==> src/design/isolation_pkg.sv <==
/*
  Constants and carrier types for the pin-isolation test mode control.
  Assumes a single ref_clk domain at 25 MHz; strap and reset pins are asynchronous.
*/
// Summary of operation
// - isolation mode floats all outputs and bidirectionals except the oscillator pad
// - oscillator output keeps driving during isolation
// - strap low during reset enters isolation
// - stays active while strap and reset low
// - strap high during reset exits isolation
// - reset release with strap low latches mode
// - latched mode ignores strap level while reset is high
// - reset reassertion without strap low exits latch
package isolation_pkg;

  localparam int CLK_PERIOD_NS  = 40;
  localparam int HOLD_CLOCKS    = 1;
  localparam int SYNC_STAGES    = 2;
  localparam int PIN_COUNT      = 8;

  typedef enum logic [1:0] {
    MODE_NORMAL,
    MODE_HELD,
    MODE_LATCHED
  } mode_t;

  typedef struct packed {
    logic strap_n;
    logic reset_n;
  } pins_t;

endpackage

==> src/design/pin_sync.sv <==
/*
  Two-stage level synchroniser for a bundle of asynchronous pins.
  Assumes a free-running clock and a synchronous-release reset.
*/
`timescale 1ns/1ns
module pin_sync #(
  parameter int                 WIDTH = 2,
  parameter logic [WIDTH-1:0]   INIT  = '1
) (
  input  wire logic             clk,
  input  wire logic             rst_n,
  input  wire logic             ce,
  input  wire logic [WIDTH-1:0] din,
  output logic      [WIDTH-1:0] dout
);

  logic [WIDTH-1:0] meta;

  // pins idle high so reset shows no request
  always_ff @(posedge clk or negedge rst_n) begin
    if (!rst_n) begin
      meta <= INIT;
      dout <= INIT;
    end else if (ce) begin
      meta <= din;
      dout <= meta;
    end
  end

endmodule // pin_sync

==> src/design/pin_isolation_test_mode.sv <==
/*
  Pin-isolation test mode control: decides when every driven pin except the oscillator pad floats.
  Assumes the chip's pad ring uses pin_oe_n (low = drive) per pin.
*/
`timescale 1ns/1ns
module pin_isolation_test_mode #(
  parameter int PINS = isolation_pkg::PIN_COUNT
) (
  input  wire logic            ref_clk,
  input  wire logic            rstn,
  input  wire logic            clk_en,
  input  wire logic            test_isolate_strap,
  input  wire logic            reset_input_n,
  input  wire logic [PINS-1:0] core_oe_n,
  input  wire logic            osc_drive,
  output logic      [PINS-1:0] pin_oe_n,
  output logic                 oscillator_output,
  output logic                 oscillator_output_oe_n,
  output logic                 pin_isolation_mode,
  output logic                 mode_latched
);

  //////////////////////////////////////////////////////////////////////
  // decode helpers

  // one decode serves the pads and the pin_isolation_mode flag
  function automatic logic is_isolating(
    input isolation_pkg::mode_t mode
  );
    is_isolating = (mode != isolation_pkg::MODE_NORMAL);
  endfunction

  function automatic logic is_latched(
    input isolation_pkg::mode_t mode
  );
    is_latched = (mode == isolation_pkg::MODE_LATCHED);
  endfunction

  //////////////////////////////////////////////////////////////////////
  // reset release

  // asserts at once with rstn, leaves through two flops: no runt release edge
  // every other flop in this block resets from rst_n_int
  logic [1:0] rst_pipe;
  logic       rst_n_int;

  always_ff @(posedge ref_clk or negedge rstn) begin
    if (!rstn) begin
      rst_pipe <= 2'h0;
    end else begin
      rst_pipe <= {rst_pipe[0], 1'h1};
    end
  end

  assign rst_n_int = rst_pipe[1];

  //////////////////////////////////////////////////////////////////////
  // pin sampling

  isolation_pkg::pins_t raw;
  isolation_pkg::pins_t sync;

  assign raw = isolation_pkg::pins_t'{strap_n: test_isolate_strap, reset_n: reset_input_n};

  // one synchroniser for both pins keeps their relative timing
  // sampled on edges
  pin_sync #(
    .WIDTH ($bits(isolation_pkg::pins_t)),
    .INIT  ('1)
  ) u_sync (
    .clk   (ref_clk),
    .rst_n (rst_n_int),
    .ce    (clk_en),
    .din   (raw),
    .dout  (sync)
  );

  //////////////////////////////////////////////////////////////////////
  // pin decode

  logic strap_low;
  logic reset_low;
  logic enter_cond;
  logic latch_cond;
  logic leave_cond;
  logic exit_cond;

  assign strap_low  = !sync.strap_n;
  assign reset_low  = !sync.reset_n;
  assign enter_cond = reset_low && strap_low;
  assign latch_cond = !reset_low && strap_low;
  assign leave_cond = !strap_low;
  assign exit_cond  = reset_low && !strap_low;

  //////////////////////////////////////////////////////////////////////
  // mode state machine

  isolation_pkg::mode_t state;
  isolation_pkg::mode_t next_state;

  always_comb begin
    next_state = state;
    case (state)
      isolation_pkg::MODE_NORMAL: begin
        if (enter_cond) begin
          next_state = isolation_pkg::MODE_HELD;
        end else begin
          next_state = isolation_pkg::MODE_NORMAL;
        end
      end
      isolation_pkg::MODE_HELD: begin
        if (leave_cond) begin
          next_state = isolation_pkg::MODE_NORMAL;
        end else if (latch_cond) begin
          next_state = isolation_pkg::MODE_LATCHED;
        end else begin
          next_state = isolation_pkg::MODE_HELD;
        end
      end
      isolation_pkg::MODE_LATCHED: begin
        if (enter_cond) begin
          next_state = isolation_pkg::MODE_HELD;
        end else if (exit_cond) begin
          next_state = isolation_pkg::MODE_NORMAL;
        end else begin
          next_state = isolation_pkg::MODE_LATCHED;
        end
      end
      default: begin
        next_state = isolation_pkg::MODE_NORMAL;
      end
    endcase
  end

  always_ff @(posedge ref_clk or negedge rst_n_int) begin
    if (!rst_n_int) begin
      state <= isolation_pkg::MODE_NORMAL;
    end else if (clk_en) begin
      state <= next_state;
    end
  end

  //////////////////////////////////////////////////////////////////////
  // pad enables

  // pads switch on the same edge as state, not a clock behind it
  logic            isolate_next;
  logic            latched_next;
  logic [PINS-1:0] next_pin_oe_n;

  assign isolate_next = is_isolating(next_state);
  assign latched_next = is_latched(next_state);

  // per-pin select keeps each pad path separate in timing reports
  // float all pins
  for (genvar i = 0; i < PINS; i++) begin : g_pad
    assign next_pin_oe_n[i] = isolate_next ? 1'h1 : core_oe_n[i];
  end

  // oe_n high floats the pad
  always_ff @(posedge ref_clk or negedge rst_n_int) begin
    if (!rst_n_int) begin
      pin_oe_n <= '1;
    end else if (clk_en) begin
      pin_oe_n <= next_pin_oe_n;
    end
  end

  //////////////////////////////////////////////////////////////////////
  // oscillator pad

  // never floated: a crystal on this pin would stop oscillating
  // registered like every other pad so its timing matches
  // oscillator keeps driving
  always_ff @(posedge ref_clk or negedge rst_n_int) begin
    if (!rst_n_int) begin
      oscillator_output      <= 1'h0;
      oscillator_output_oe_n <= 1'h0;
    end else if (clk_en) begin
      oscillator_output      <= osc_drive;
      oscillator_output_oe_n <= 1'h0;
    end
  end

  //////////////////////////////////////////////////////////////////////
  // status flags

  always_ff @(posedge ref_clk or negedge rst_n_int) begin
    if (!rst_n_int) begin
      pin_isolation_mode <= 1'h0;
    end else if (clk_en) begin
      pin_isolation_mode <= isolate_next;
    end
  end

  always_ff @(posedge ref_clk or negedge rst_n_int) begin
    if (!rst_n_int) begin
      mode_latched <= 1'h0;
    end else if (clk_en) begin
      mode_latched <= latched_next;
    end
  end

  // a pin that moves near a clock edge can land one clock after the
  // other, so strap should stay low a few clocks past reset release
  // rather than the bare minimum of one

endmodule // pin_isolation_test_mode

==> config.mk <==
export PLATFORM = sky130hd
export DESIGN_NAME = pin_isolation_test_mode
export DESIGN_NICKNAME = d
export VERILOG_FILES = /design/src/design/isolation_pkg.sv /design/src/design/pin_sync.sv /design/src/design/pin_isolation_test_mode.sv
export SDC_FILE = /design/constraint.sdc
export NUM_CORES = 1
export LEC_CHECK = 0
export ABC_CLOCK_PERIOD_IN_PS = 800
export BUFFER_PORTS_ARGS = -buffer_cell sky130_fd_sc_hd__clkbuf_2
export CAP_MARGIN = 10
export CORE_MARGIN = 2
export CORE_UTILIZATION = 25
export CTS_BUF_LIST = sky130_fd_sc_hd__clkbuf_8
export CTS_CLUSTER_DIAMETER = 30
export DETAILED_ROUTE_END_ITERATION = 8
export PLACE_DENSITY = 0.57
export SYNTH_ARGS = -nofsm -noshare
export SYNTH_HDL_FRONTEND = slang
export SYNTH_HIERARCHICAL = 1
export SYNTH_SLANG_ARGS = --single-unit
export TNS_END_PERCENT = 10
==> constraint.sdc <==
create_clock -name ref_clk -period 0.8 [get_ports ref_clk]
set_clock_uncertainty 0.05 [all_clocks]
set_input_delay 0.16 -clock ref_clk [delete_from_list [all_inputs] [get_ports ref_clk]]
set_output_delay 0.16 -clock ref_clk [all_outputs]
set_load 0.01 [all_outputs]
; Word level (Yosys, flattened, before mapping)
; Index checks and enable logic that the tools add are counted.
[word_totals]
ff_bits = 19
input_bits = 14
out_inout_bits = 12
wordCells = 32
[classes]
n_eq_ne = 3
muxes = 14
n_reduce_logical = 7
[ops]
columns = cell, n
row1 = two-way mux 1 bit, 9
row2 = two-way mux 2 bit, 4
row3 = case mux 2 bit (3 select lines), 1
row4 = == test 2 bit (second input constant), 2
row5 = logical AND 1 bit, 3
row6 = == test 2 x 1 -> 1 bit (second input constant), 1
row7 = zero test 1 bit, 2
row8 = zero test 2 bit, 1
row9 = nonzero test 2 bit, 1

; Depth between registers and ports, before layout
; Gate-level depths: netlist of the first run.
[depth]
word_depth = 7
ltp_mapped = 4
ltp_nobuf = 3

; Hierarchy
; Netlist of the first run, hierarchy kept.
[by_module_without_submodules]
columns = module, instances, cells_each, area_each_um2, seq_area_each_um2
row1 = pin_isolation_test_mode, 1, 45, 610.6, 385.4
row2 = pin_sync, 1, 8, 150.1, 105.1

; Worst setup path after synthesis of the first run
; No wires, ideal clock.
[synth_timing]
path_type = register to register
startpoint = reg state[0]
endpoint = reg pin_oe_n[0]
setup_ns = 0.060
arrival_time_ns = 1.114
required_ns = 0.690
setup_slack_ns = -0.424
stages_incl_launch_ff = 4
path_buffers = 0
synth_period_minus_slack_ns = 1.224
cell_sequence = dfrtp_1 -> mux2_4 -> o211ai_4 -> o22a_1
[synth_via]
elab_chain_len = 4
word_cells_on_any_way = 6
classes_between = eq/ne (2) / mux (2) / reduce/logical (2)
[synth_rtl]
columns = element, line_no
row1 = start: declaration, pin_isolation_test_mode.sv:98  ; isolation_pkg::mode_t state;
row2 = start signal: assignment, pin_isolation_test_mode.sv:137  ; state <= isolation_pkg::MODE_NORMAL;
row3 = start signal: assignment, pin_isolation_test_mode.sv:139  ; state <= next_state;
row4 = == test 2 bit (tied with other cells), pin_isolation_test_mode.sv:103  ; case (state)
row5 = case mux 2 bit (3 select lines) (*), pin_isolation_test_mode.sv:103
row6 = nonzero test 2 bit (*), pin_isolation_test_mode.sv:30  ; is_isolating = (mode != isolation_pkg::MODE_NORMAL);
row7 = two-way mux 1 bit (*), pin_isolation_test_mode.sv:157  ; assign next_pin_oe_n[i] = isolate_next ? 1'h1 : core_oe_n[i];
row8 = end signal: assignment, pin_isolation_test_mode.sv:165  ; pin_oe_n <= next_pin_oe_n;
row9 = end: declaration, pin_isolation_test_mode.sv:16  ; output logic [PINS-1:0] pin_oe_n,
; Mark *: on every way between the ends. The rest lies on a longest branch, timed or not.
; A chain may end at the register's enable or synchronous reset.

; Final worst setup path of the first run
[layout_timing]
startpoint = reg state[0]
endpoint = reg pin_oe_n[6]
; Same word-level chain as after synthesis.

==> results of run 1 <==
## cells in the final DEF (no fill, tap or decap)
cell	instances
o211ai_2	1
dlygate4sd3_1	1
inv_1	3
o21ai_1	1
nand3_1	2
buf_6	10
dfstp_2	12
o211ai_4	1
nand2b_1	1
nand2_1	2
mux2_2	1
clkbuf_8	3
a21oi_1	1
nor3b_2	1
buf_4	5
conb_1	2
mux2_4	5
o22ai_1	1
o21a_1	1
dfrtp_1	7
a211oi_1	1
clkbuf_2	17
o22a_1	8
nand3b_1	1
## worst min-delay path by stage
stage	startpoint	end	depth (start not counted)
global route	core_oe_n[6]	pin_oe_n[6]	2
global placement	rstn	rst_pipe[0]	1
detailed placement	rstn	rst_pipe[0]	1
floorplan	rstn	rst_pipe[0]	0
finish	core_oe_n[6]	pin_oe_n[6]	2
CTS	core_oe_n[7]	pin_oe_n[7]	2
## synth_stat cells
master / instances / area [um^2]
dfstp_2: 12 / 315
conb_1: 2 / 7.51
mux2_1: 1 / 11.3
o21ai_1: 1 / 5.00
nand3_1: 2 / 10.0
nand2_1: 2 / 7.51
o22ai_1: 1 / 6.26
o21a_1: 1 / 7.51
o211ai_4: 1 / 21.3
inv_1: 2 / 7.51
mux2_4: 1 / 15.0
buf_2: 2 / 10.0
a211oi_1: 1 / 7.51
nand3b_1: 1 / 7.51
dfrtp_1: 7 / 175
mux2_2: 4 / 45.0
nor3b_2: 1 / 12.5
buf_4: 1 / 7.51
o22a_1: 8 / 70.1
nand2b_1: 1 / 6.26
a21oi_1: 1 / 5.00
## routing by layer
metal	track usage [%]	up-vias
li1	-	261
met1	11.6	276
met2	15.7	21
met3	5.46	0
met4	1.95	0
met5	0	-
## flip-flops by register name, indices dropped and copies added, names as in the netlist
signal,cells
pin_isolation_mode,1
rst_pipe,2
state,2
oscillator_output,1
u_sync/meta,2
pin_oe_n,8
mode_latched,1
u_sync/dout,2
## layout make-up
class,count,area (um^2)
Timing Repair Buffer,33,245
Multi-Input combinational cell,30,273
Tap cell,33,41.3
Clock inverter,1,3.75
Sequential cell,19,490
Fill cell,293,1880
Clock buffer,3,41.3
Inverter,2,7.51
## power by group through the flow
stage | combinational (mW) | sequential [mW] | clock [mW]
4_1_cts | 0.646 | 1.30 | 0.667
2_1_floorplan | 0.264 | 1.38 | 0
3_5_place_dp | 0.598 | 1.31 | 0
3_3_place_gp | 0.581 | 1.30 | 0
5_1_grt | 0.798 | 1.34 | 0.712
6_report | 0.725 | 1.32 | 0.633
## logic make-up after synthesis
kind of cell,synth area share [%]
DFF,64.5
AOI/OAI and AO/OA,16.1
and+or+nand+nor,5.76
muxes,9.37
buffers and inverters,3.29
other,0.987
## timing repair
| action | 4_1_cts | 5_1_grt |
|---|---|---|
| hold buffers | 1 | 0 |
| buffers inserted | 0 | 0 |
| pin swaps | 2 | 7 |
| gates resized for setup | 4 | 17 |
| endpoints found under the setup margin | 26 | 27 |
| gates cloned | 1 | 0 |
| endpoints found under the hold margin | 2 | 0 |
## stage by stage
stage / util (%) / hold WS (ps) / setup TNS, ps / std cells / power (mW)
2_1_floorplan: - / -186 / -4220 / 53 / 1.64
3_3_place_gp: 32.4 / -104 / -5550 / 115 / 1.88
3_5_place_dp: 32.4 / -101 / -5940 / 115 / 1.91
4_1_cts: 35.2 / 68.1 / -8300 / 121 / 2.62
5_1_grt: 37.0 / 70.3 / -9020 / 121 / 2.85
6_report: 37.0 / 78.7 / -7900 / 121 / 2.68
==> reports/metrics.yaml, run 1 <==
rows: 20
comb_power_share_pct: 27.1
port-buffer-count: 24
fin_nets: 103
hold_violations: 0
met3_length_um: 119
drt_iter0_markers: 5
finalMaxSlewViolations: 0
yosys_warnings: 6
crit_slowest_cell: "dfrtp_1"
setup-violations-final: 26
syn-cell-area_um2: 761
ys_types: 21
diodes: 0
overflow: 0
violations: "negative setup slack"
final_cell_area_mm2: 0.00110
path_cells: "mux2_4 > o211ai_2 > o22a_1"
clk_latency_ps: 250
rsz0062_at_grt: "true"
rr_endpoint: "pin_oe_n[6]"
top_layer: "met3"
crit_start: "state[0]"
ant_nets: 0
worstSetupEndpointType: "register"
worstPathMaxFanout: 4
rr_worst_depth: 3
post-dp-hpwl_um: 1110
start_kind: "register"
place_area_um2: 965
max_freq_mhz: 784
path_depth: 3
worstReg2RegStart: "state[0]"
io_pins: 26
avgRoutedWirePerCell_um: 12.2
avgSynthCellArea_um2: 14.4
clkTransAtPathRegs_ps: 70
grt_pass1_wl_um: 2510
routed_via_density: 4.61
crit_family: "compound AO/OA/AOI/OAI gates"
drive_above_1_share_pct: 63.6
wirelength_um: 1480
switchingPower_uw: 714
vias: 558
status: "finished, violations left"
drv_cap: 0
cp_slowest_stage_delay_ps: 400
cts_buffers: 3
start_util_pct: 25.5
hp-class: "in -> reg"
clock_sinks: 19
die_h_um: 59.2
place_ws_ps: -491
cts_root_buf: "clkbuf_8"
clockBufferDepth: 2
leakagePower_nw: 0.502
path_buf_inv: 0
antenna_found_initial: 0
syn_nets: 67
arrival_ps: 1420
internal_power_mw: 1.97
area_growth_pct: 44.9
grt_max_degree: 13
irDropWorstVdd_uv: 1360
p_clk_share_pct: 23.6
h-tree-depth: 1
coreArea_mm2: 0.00298
powerDensity_mw_per_mm2: 2430
met2WireLength_um: 694
layout_setup_ws_ps: -476
path_class: "reg -> reg"
drtPass1Iterations: 2
gp_congestion: 0.667
drc: 0
synthCells: 53
grt_pass1_vias: 571
ys_ff_latch: 19
die_area_mm2: 0.00350
wl_met1_um: 665
cp.required_ps: 950
period_needed_ps: 1280
grt_usage_pct: 9.80
crit_end: "pin_oe_n[6]"
period_share_pct: 159
ys_seq_area_share_pct: 64.5
p_sw_share_pct: 26.6
dieWidth_um: 59.2
reg2reg_slack_ps: -480
cts_tree: "built"
seq_power_share_pct: 49.3
(Power assumes the default switching activity.)
==> run 2, diff against run 1 <==
--- a/config.mk
+++ b/config.mk
@@ -8,6 +8,7 @@
 export ABC_CLOCK_PERIOD_IN_PS = 800
 export BUFFER_PORTS_ARGS = -buffer_cell sky130_fd_sc_hd__clkbuf_2
 export CAP_MARGIN = 10
+export CORE_ASPECT_RATIO = 0.6
 export CORE_MARGIN = 2
 export CORE_UTILIZATION = 25
 export CTS_BUF_LIST = sky130_fd_sc_hd__clkbuf_8
==> reports/metrics.yaml, run 2 (same netlist as run 1, synthesis figures left out) <==
status: "finished, violations left"
violations: "negative setup slack"
die_area_mm2: 0.00351
drv_cap: 0
ant_nets: 0
clkTransAtPathRegs_ps: 70
routed_via_density: 4.33
max_freq_mhz: 794
period_needed_ps: 1260
clockBufferDepth: 2
clk_latency_ps: 250
final_cell_area_mm2: 0.00111
avgRoutedWirePerCell_um: 12.8
arrival_ps: 1410
vias: 563
leakagePower_nw: 0.496
cp.required_ps: 950
grt_pass1_vias: 557
layout_setup_ws_ps: -460
diodes: 0
worstHoldStart: "core_oe_n[0]"
irDropWorstVdd_uv: 982
worstReg2RegStart: "state[0]"
rows: 15
post-dp-hpwl_um: 1160
holdWs_ps: 76.1
finalPower_mw: 2.72
dieWidth_um: 75.2
h-tree-depth: 1
drtPass1Iterations: 3
dp_cells: 123
met2WireLength_um: 794
port-buffer-count: 24
cts_root_buf: "clkbuf_8"
wl_met1_um: 740
drc: 0
finalMaxSlewViolations: 0
grt_pass1_wl_um: 2660
place_area_um2: 968
drt_iter0_markers: 10
mostFrequentLayoutCells: "16 x clkbuf_2, 12 x dfstp_2, 10 x buf_6, 8 x o22a_1, 7 x dfrtp_1"
crit_start: "state[0]"
grt_usage_pct: 10.7
regMostFlops: "pin_oe_n"
io_pins: 26
antenna_found_initial: 0
met3_length_um: 127
clock_sinks: 19
cts_buffers: 3
tns_ps: -8210
start_util_pct: 26.3
fin_nets: 103
setup-violations-final: 26
final_cells: 130
wirelength_um: 1660
cts_tree: "built"
worstPathMaxFanout: 4
worstSetupEndpointType: "register"
rsz0062_at_grt: "true"
start_kind: "register"
place_ws_ps: -498
coreArea_mm2: 0.00289
period_share_pct: 157
gp_congestion: 0.769
hold_violations: 0
hp-class: "in -> reg"
die_h_um: 46.7
area_growth_pct: 46.2
powerDensity_mw_per_mm2: 2440
final_common_cell: "clkbuf_2"
grt_max_degree: 18
overflow: 0
final_core_utilization_pct: 38.5
drive_above_1_share_pct: 63.6
path_class: "reg -> reg"
top_layer: "met3"
largest_reg_flops: 8
-- run 2: cell types whose count changed in the layout (fill, tap and decap cells not counted), sizes merged --
cell / previous run / this run
buf: 15 / 16
clkbuf: 20 / 19
-- run 2: timing repair --
item                                   in CTS  in global routing
cloned                                      1                  0
endpoints found under the hold margin       2                  0
gates resized for setup                     1                 20
pin swaps                                  10                  0
buffers inserted                            1                  0
hold buffers                                1                  0
setup endpoints to repair                  26                 26
-- run 2: report_power, final --
group / switching [mW] / total, mW / internal, mW
clock network: 0.306 / 0.647 / 0.341
logic: 0.317 / 0.755 / 0.438
registers: 0.121 / 1.32 / 1.20
total: 0.744 / 2.72 / 1.97
-- run 2: area by class of cell --
cell class,count,area [um^2]
clock buffer,3,41.3
sequential,19,490
inverter,2,7.51
fill,295,1780
tap,42,52.6
multi-input combinational,30,269
timing repair buffer,33,248
clock inverter,1,3.75
-- run 2: final timing paths --
| kind | to | slack, ps | cells after the start |
|---|---|---|---|
| max in group asynchronous | u_sync/meta[0] | 300 | 1 |
| min reg2reg | mode_latched | 140 | 1 |
| max reg2reg | pin_isolation_mode | -460 | 3 |
| max | pin_isolation_mode | -460 | 3 |
| min in group asynchronous | mode_latched | 140 | 1 |
| min | pin_oe_n[0] | 80 | 2 |
-- run 2: worst max-delay path: stages, from the launching register on --
cell      delay [ps]
dfrtp_1          390
mux2_4           340
o211ai_2         270
o21a_1           160
-- run 2: metal layers --
metal  track usage [%]  vias to the layer above
met2              18.2                       22
met3              5.36                        0
met1              12.9                      279
met5                 0                        -
met4              1.05                        0
li1                  -                      262
==> run 3, diff against run 2 <==
--- a/config.mk
+++ b/config.mk
@@ -5,16 +5,16 @@
 export SDC_FILE = /design/constraint.sdc
 export NUM_CORES = 1
 export LEC_CHECK = 0
+export ABC_AREA = 1
 export ABC_CLOCK_PERIOD_IN_PS = 800
 export BUFFER_PORTS_ARGS = -buffer_cell sky130_fd_sc_hd__clkbuf_2
-export CAP_MARGIN = 10
 export CORE_ASPECT_RATIO = 0.6
 export CORE_MARGIN = 2
 export CORE_UTILIZATION = 25
 export CTS_BUF_LIST = sky130_fd_sc_hd__clkbuf_8
 export CTS_CLUSTER_DIAMETER = 30
 export DETAILED_ROUTE_END_ITERATION = 8
-export PLACE_DENSITY = 0.57
+export PLACE_DENSITY = 0.56
 export SYNTH_ARGS = -nofsm -noshare
 export SYNTH_HDL_FRONTEND = slang
 export SYNTH_HIERARCHICAL = 1
==> reports/metrics.yaml, run 3 <==
status: "finished, violations left"
violations: "negative setup slack"
max_freq_mhz: 862
synth_top_area_share_pct: 36.7
arrival_ps: 1310
final_common_cell: "nand2_1"
wirelength_um: 1960
clk_latency_ps: 260
diodes: 0
overflow: 0
syn_nets: 115
leakagePower_nw: 0.615
worstPathMaxFanout: 5
yosysTopAreaCell: "dfstp_2"
synth_edf_count: 0
avgRoutedWirePerCell_um: 11.0
regMostFlops: "pin_oe_n"
die_area_mm2: 0.00394
cts_setup_buffers: 0
rows: 16
ys_types: 17
io_pins: 26
mostFrequentLayoutCells: "27 x nand2_1, 16 x clkbuf_2, 12 x dfstp_2, 11 x nor2_1, 10 x inv_1"
drt_iter0_markers: 20
grt_pass1_vias: 776
irDropWorstVdd_uv: 1120
h-tree-depth: 1
ys_ff_latch: 19
largest_reg_flops: 8
cp.required_ps: 950
start_util_pct: 26.3
yosys_warnings: 6
drc: 0
clock_sinks: 19
nFillCells: 336
gp_congestion: 0.753
die_h_um: 49.4
fin_nets: 148
dieWidth_um: 79.7
period_share_pct: 145
path_class: "reg -> reg"
cts_tree: "built"
drv_cap: 0
port-buffer-count: 24
finalPower_mw: 2.58
clkTransAtPathRegs_ps: 70
start_kind: "register"
finalMaxSlewViolations: 0
vias: 724
avgSynthCellArea_um2: 8.51
synthCells: 101
powerDensity_mw_per_mm2: 2060
worstSetupEndpointType: "register"
yosysMostFrequentCell: "nand2_1"
cts_buffers: 3
routed_via_density: 4.07
clockBufferDepth: 2
ant_nets: 0
post-dp-hpwl_um: 1280
hp-class: "in -> reg"
rsz0062_at_grt: "true"
synthTopCellsByCount: "29 x nand2_1, 12 x dfstp_2, 12 x nor2_1"
tns_ps: -7260
synthTopCellsByArea: "dfstp_2 37%, dfrtp_1 20%, nand2_1 13%, nor2_1 5.2%, or2_1 5.1%"
period_needed_ps: 1160
cts_root_buf: "clkbuf_8"
ys_seq_area_share_pct: 57.1
syn-cell-area_um2: 860
drive_above_1_share_pct: 49.6
grt_max_degree: 18
drtPass1Iterations: 4
antenna_found_initial: 0
hold_violations: 0
area_growth_pct: 46.3
coreArea_mm2: 0.00326
layout_setup_ws_ps: -361
synth-async-reset-ratio_pct: 100
synthFlopType: "dfstp_2"
setup-violations-final: 25
grt_usage_pct: 11.6
grt_pass1_wl_um: 3510
==> run 3: cell count changes in the layout (fill, tap and decap cells not counted), moves of 3 or more <==
cell / before / now
inv_1: 3 / 10
inv_2: 0 / 3
mux2_4: 4 / 0
nand2_1: 2 / 27
nand3_2: 0 / 8
nor2_1: 0 / 11
o22a_1: 8 / 0
or2_1: 0 / 7
==> run 3: stage by stage <==
step                util (%)  area, um^2  instances  hold slack (ps)  setup slack, ps
floorplan                  -         860        101             -186             -309
global placement        33.0        1080        172             -105             -468
detailed placement      33.0        1080        172             -101             -478
CTS                     37.0        1210        178             28.8             -349
global route            38.5        1260        178             33.3             -437
finish                  38.5        1260        178             22.4             -361
==> run 3: cells by family after synthesis <==
family | after synthesis | share of synthesized area [%]
other cells | 2 | 0.874
simple gates | 58 | 29.1
buf+inv | 17 | 9.17
compound gates | 5 | 3.78
flops | 19 | 57.1
==> run 3: per-layer routing <==
metal / part of all wire, % / GRT usage [%] / up-vias
met3: 8.3 / 4.81 / 4
li1: - / - / 360
met2: 45 / 18.6 / 21
met1: 45 / 13.9 / 339
met5: 0 / 0 / -
met4: 1.6 / 4.31 / 0
==> run 3: path summary, 6_finish.rpt <==
kind                                            to               start  slack [ps]  cells past startpoint
min in group asynchronous       pin_isolation_mode         rst_pipe[1]         140                      1
worst min register to register  pin_isolation_mode         rst_pipe[1]         140                      1
worst min-delay path                u_sync/meta[1]  test_isolate_strap          20                      3
worst max-delay path            pin_isolation_mode      u_sync/dout[0]        -360                      4
max in group asynchronous              pin_oe_n[2]         rst_pipe[1]         350                      1
worst max register to register  pin_isolation_mode      u_sync/dout[0]        -360                      4
==> run 3: timing repair <==
item | in CTS | in global routing
gates resized for setup | 17 | 17
hold buffers | 1 | 0
gates cloned | 1 | 0
setup endpoints to repair | 25 | 25
pin swaps | 8 | 1
endpoints found under the hold margin | 2 | 0
==> run 3: final cells by class <==
type	count	area [um^2]	area share, %
repair buffers	31	250	19.9
well taps	45	56.3	4.48
multi-input cells	66	365	29.1
inverters	13	48.8	3.88
clock inverters	1	5.00	0.398
clock buffers	3	41.3	3.28
flip-flops and latches	19	490	39.0
==> run 3: worst max-delay path, cell delays in order, from the launching register on <==
cell and delay (ps):
dfstp_2 540, inv_2 40, a21oi_4 160, nand2_2 140
a21oi_2 160
==> run 3: report_power, final <==
group	internal [mW]	total (mW)	switching, mW
Combinational	0.312	0.663	0.351
Sequential	1.14	1.23	0.0927
Clock	0.347	0.687	0.340
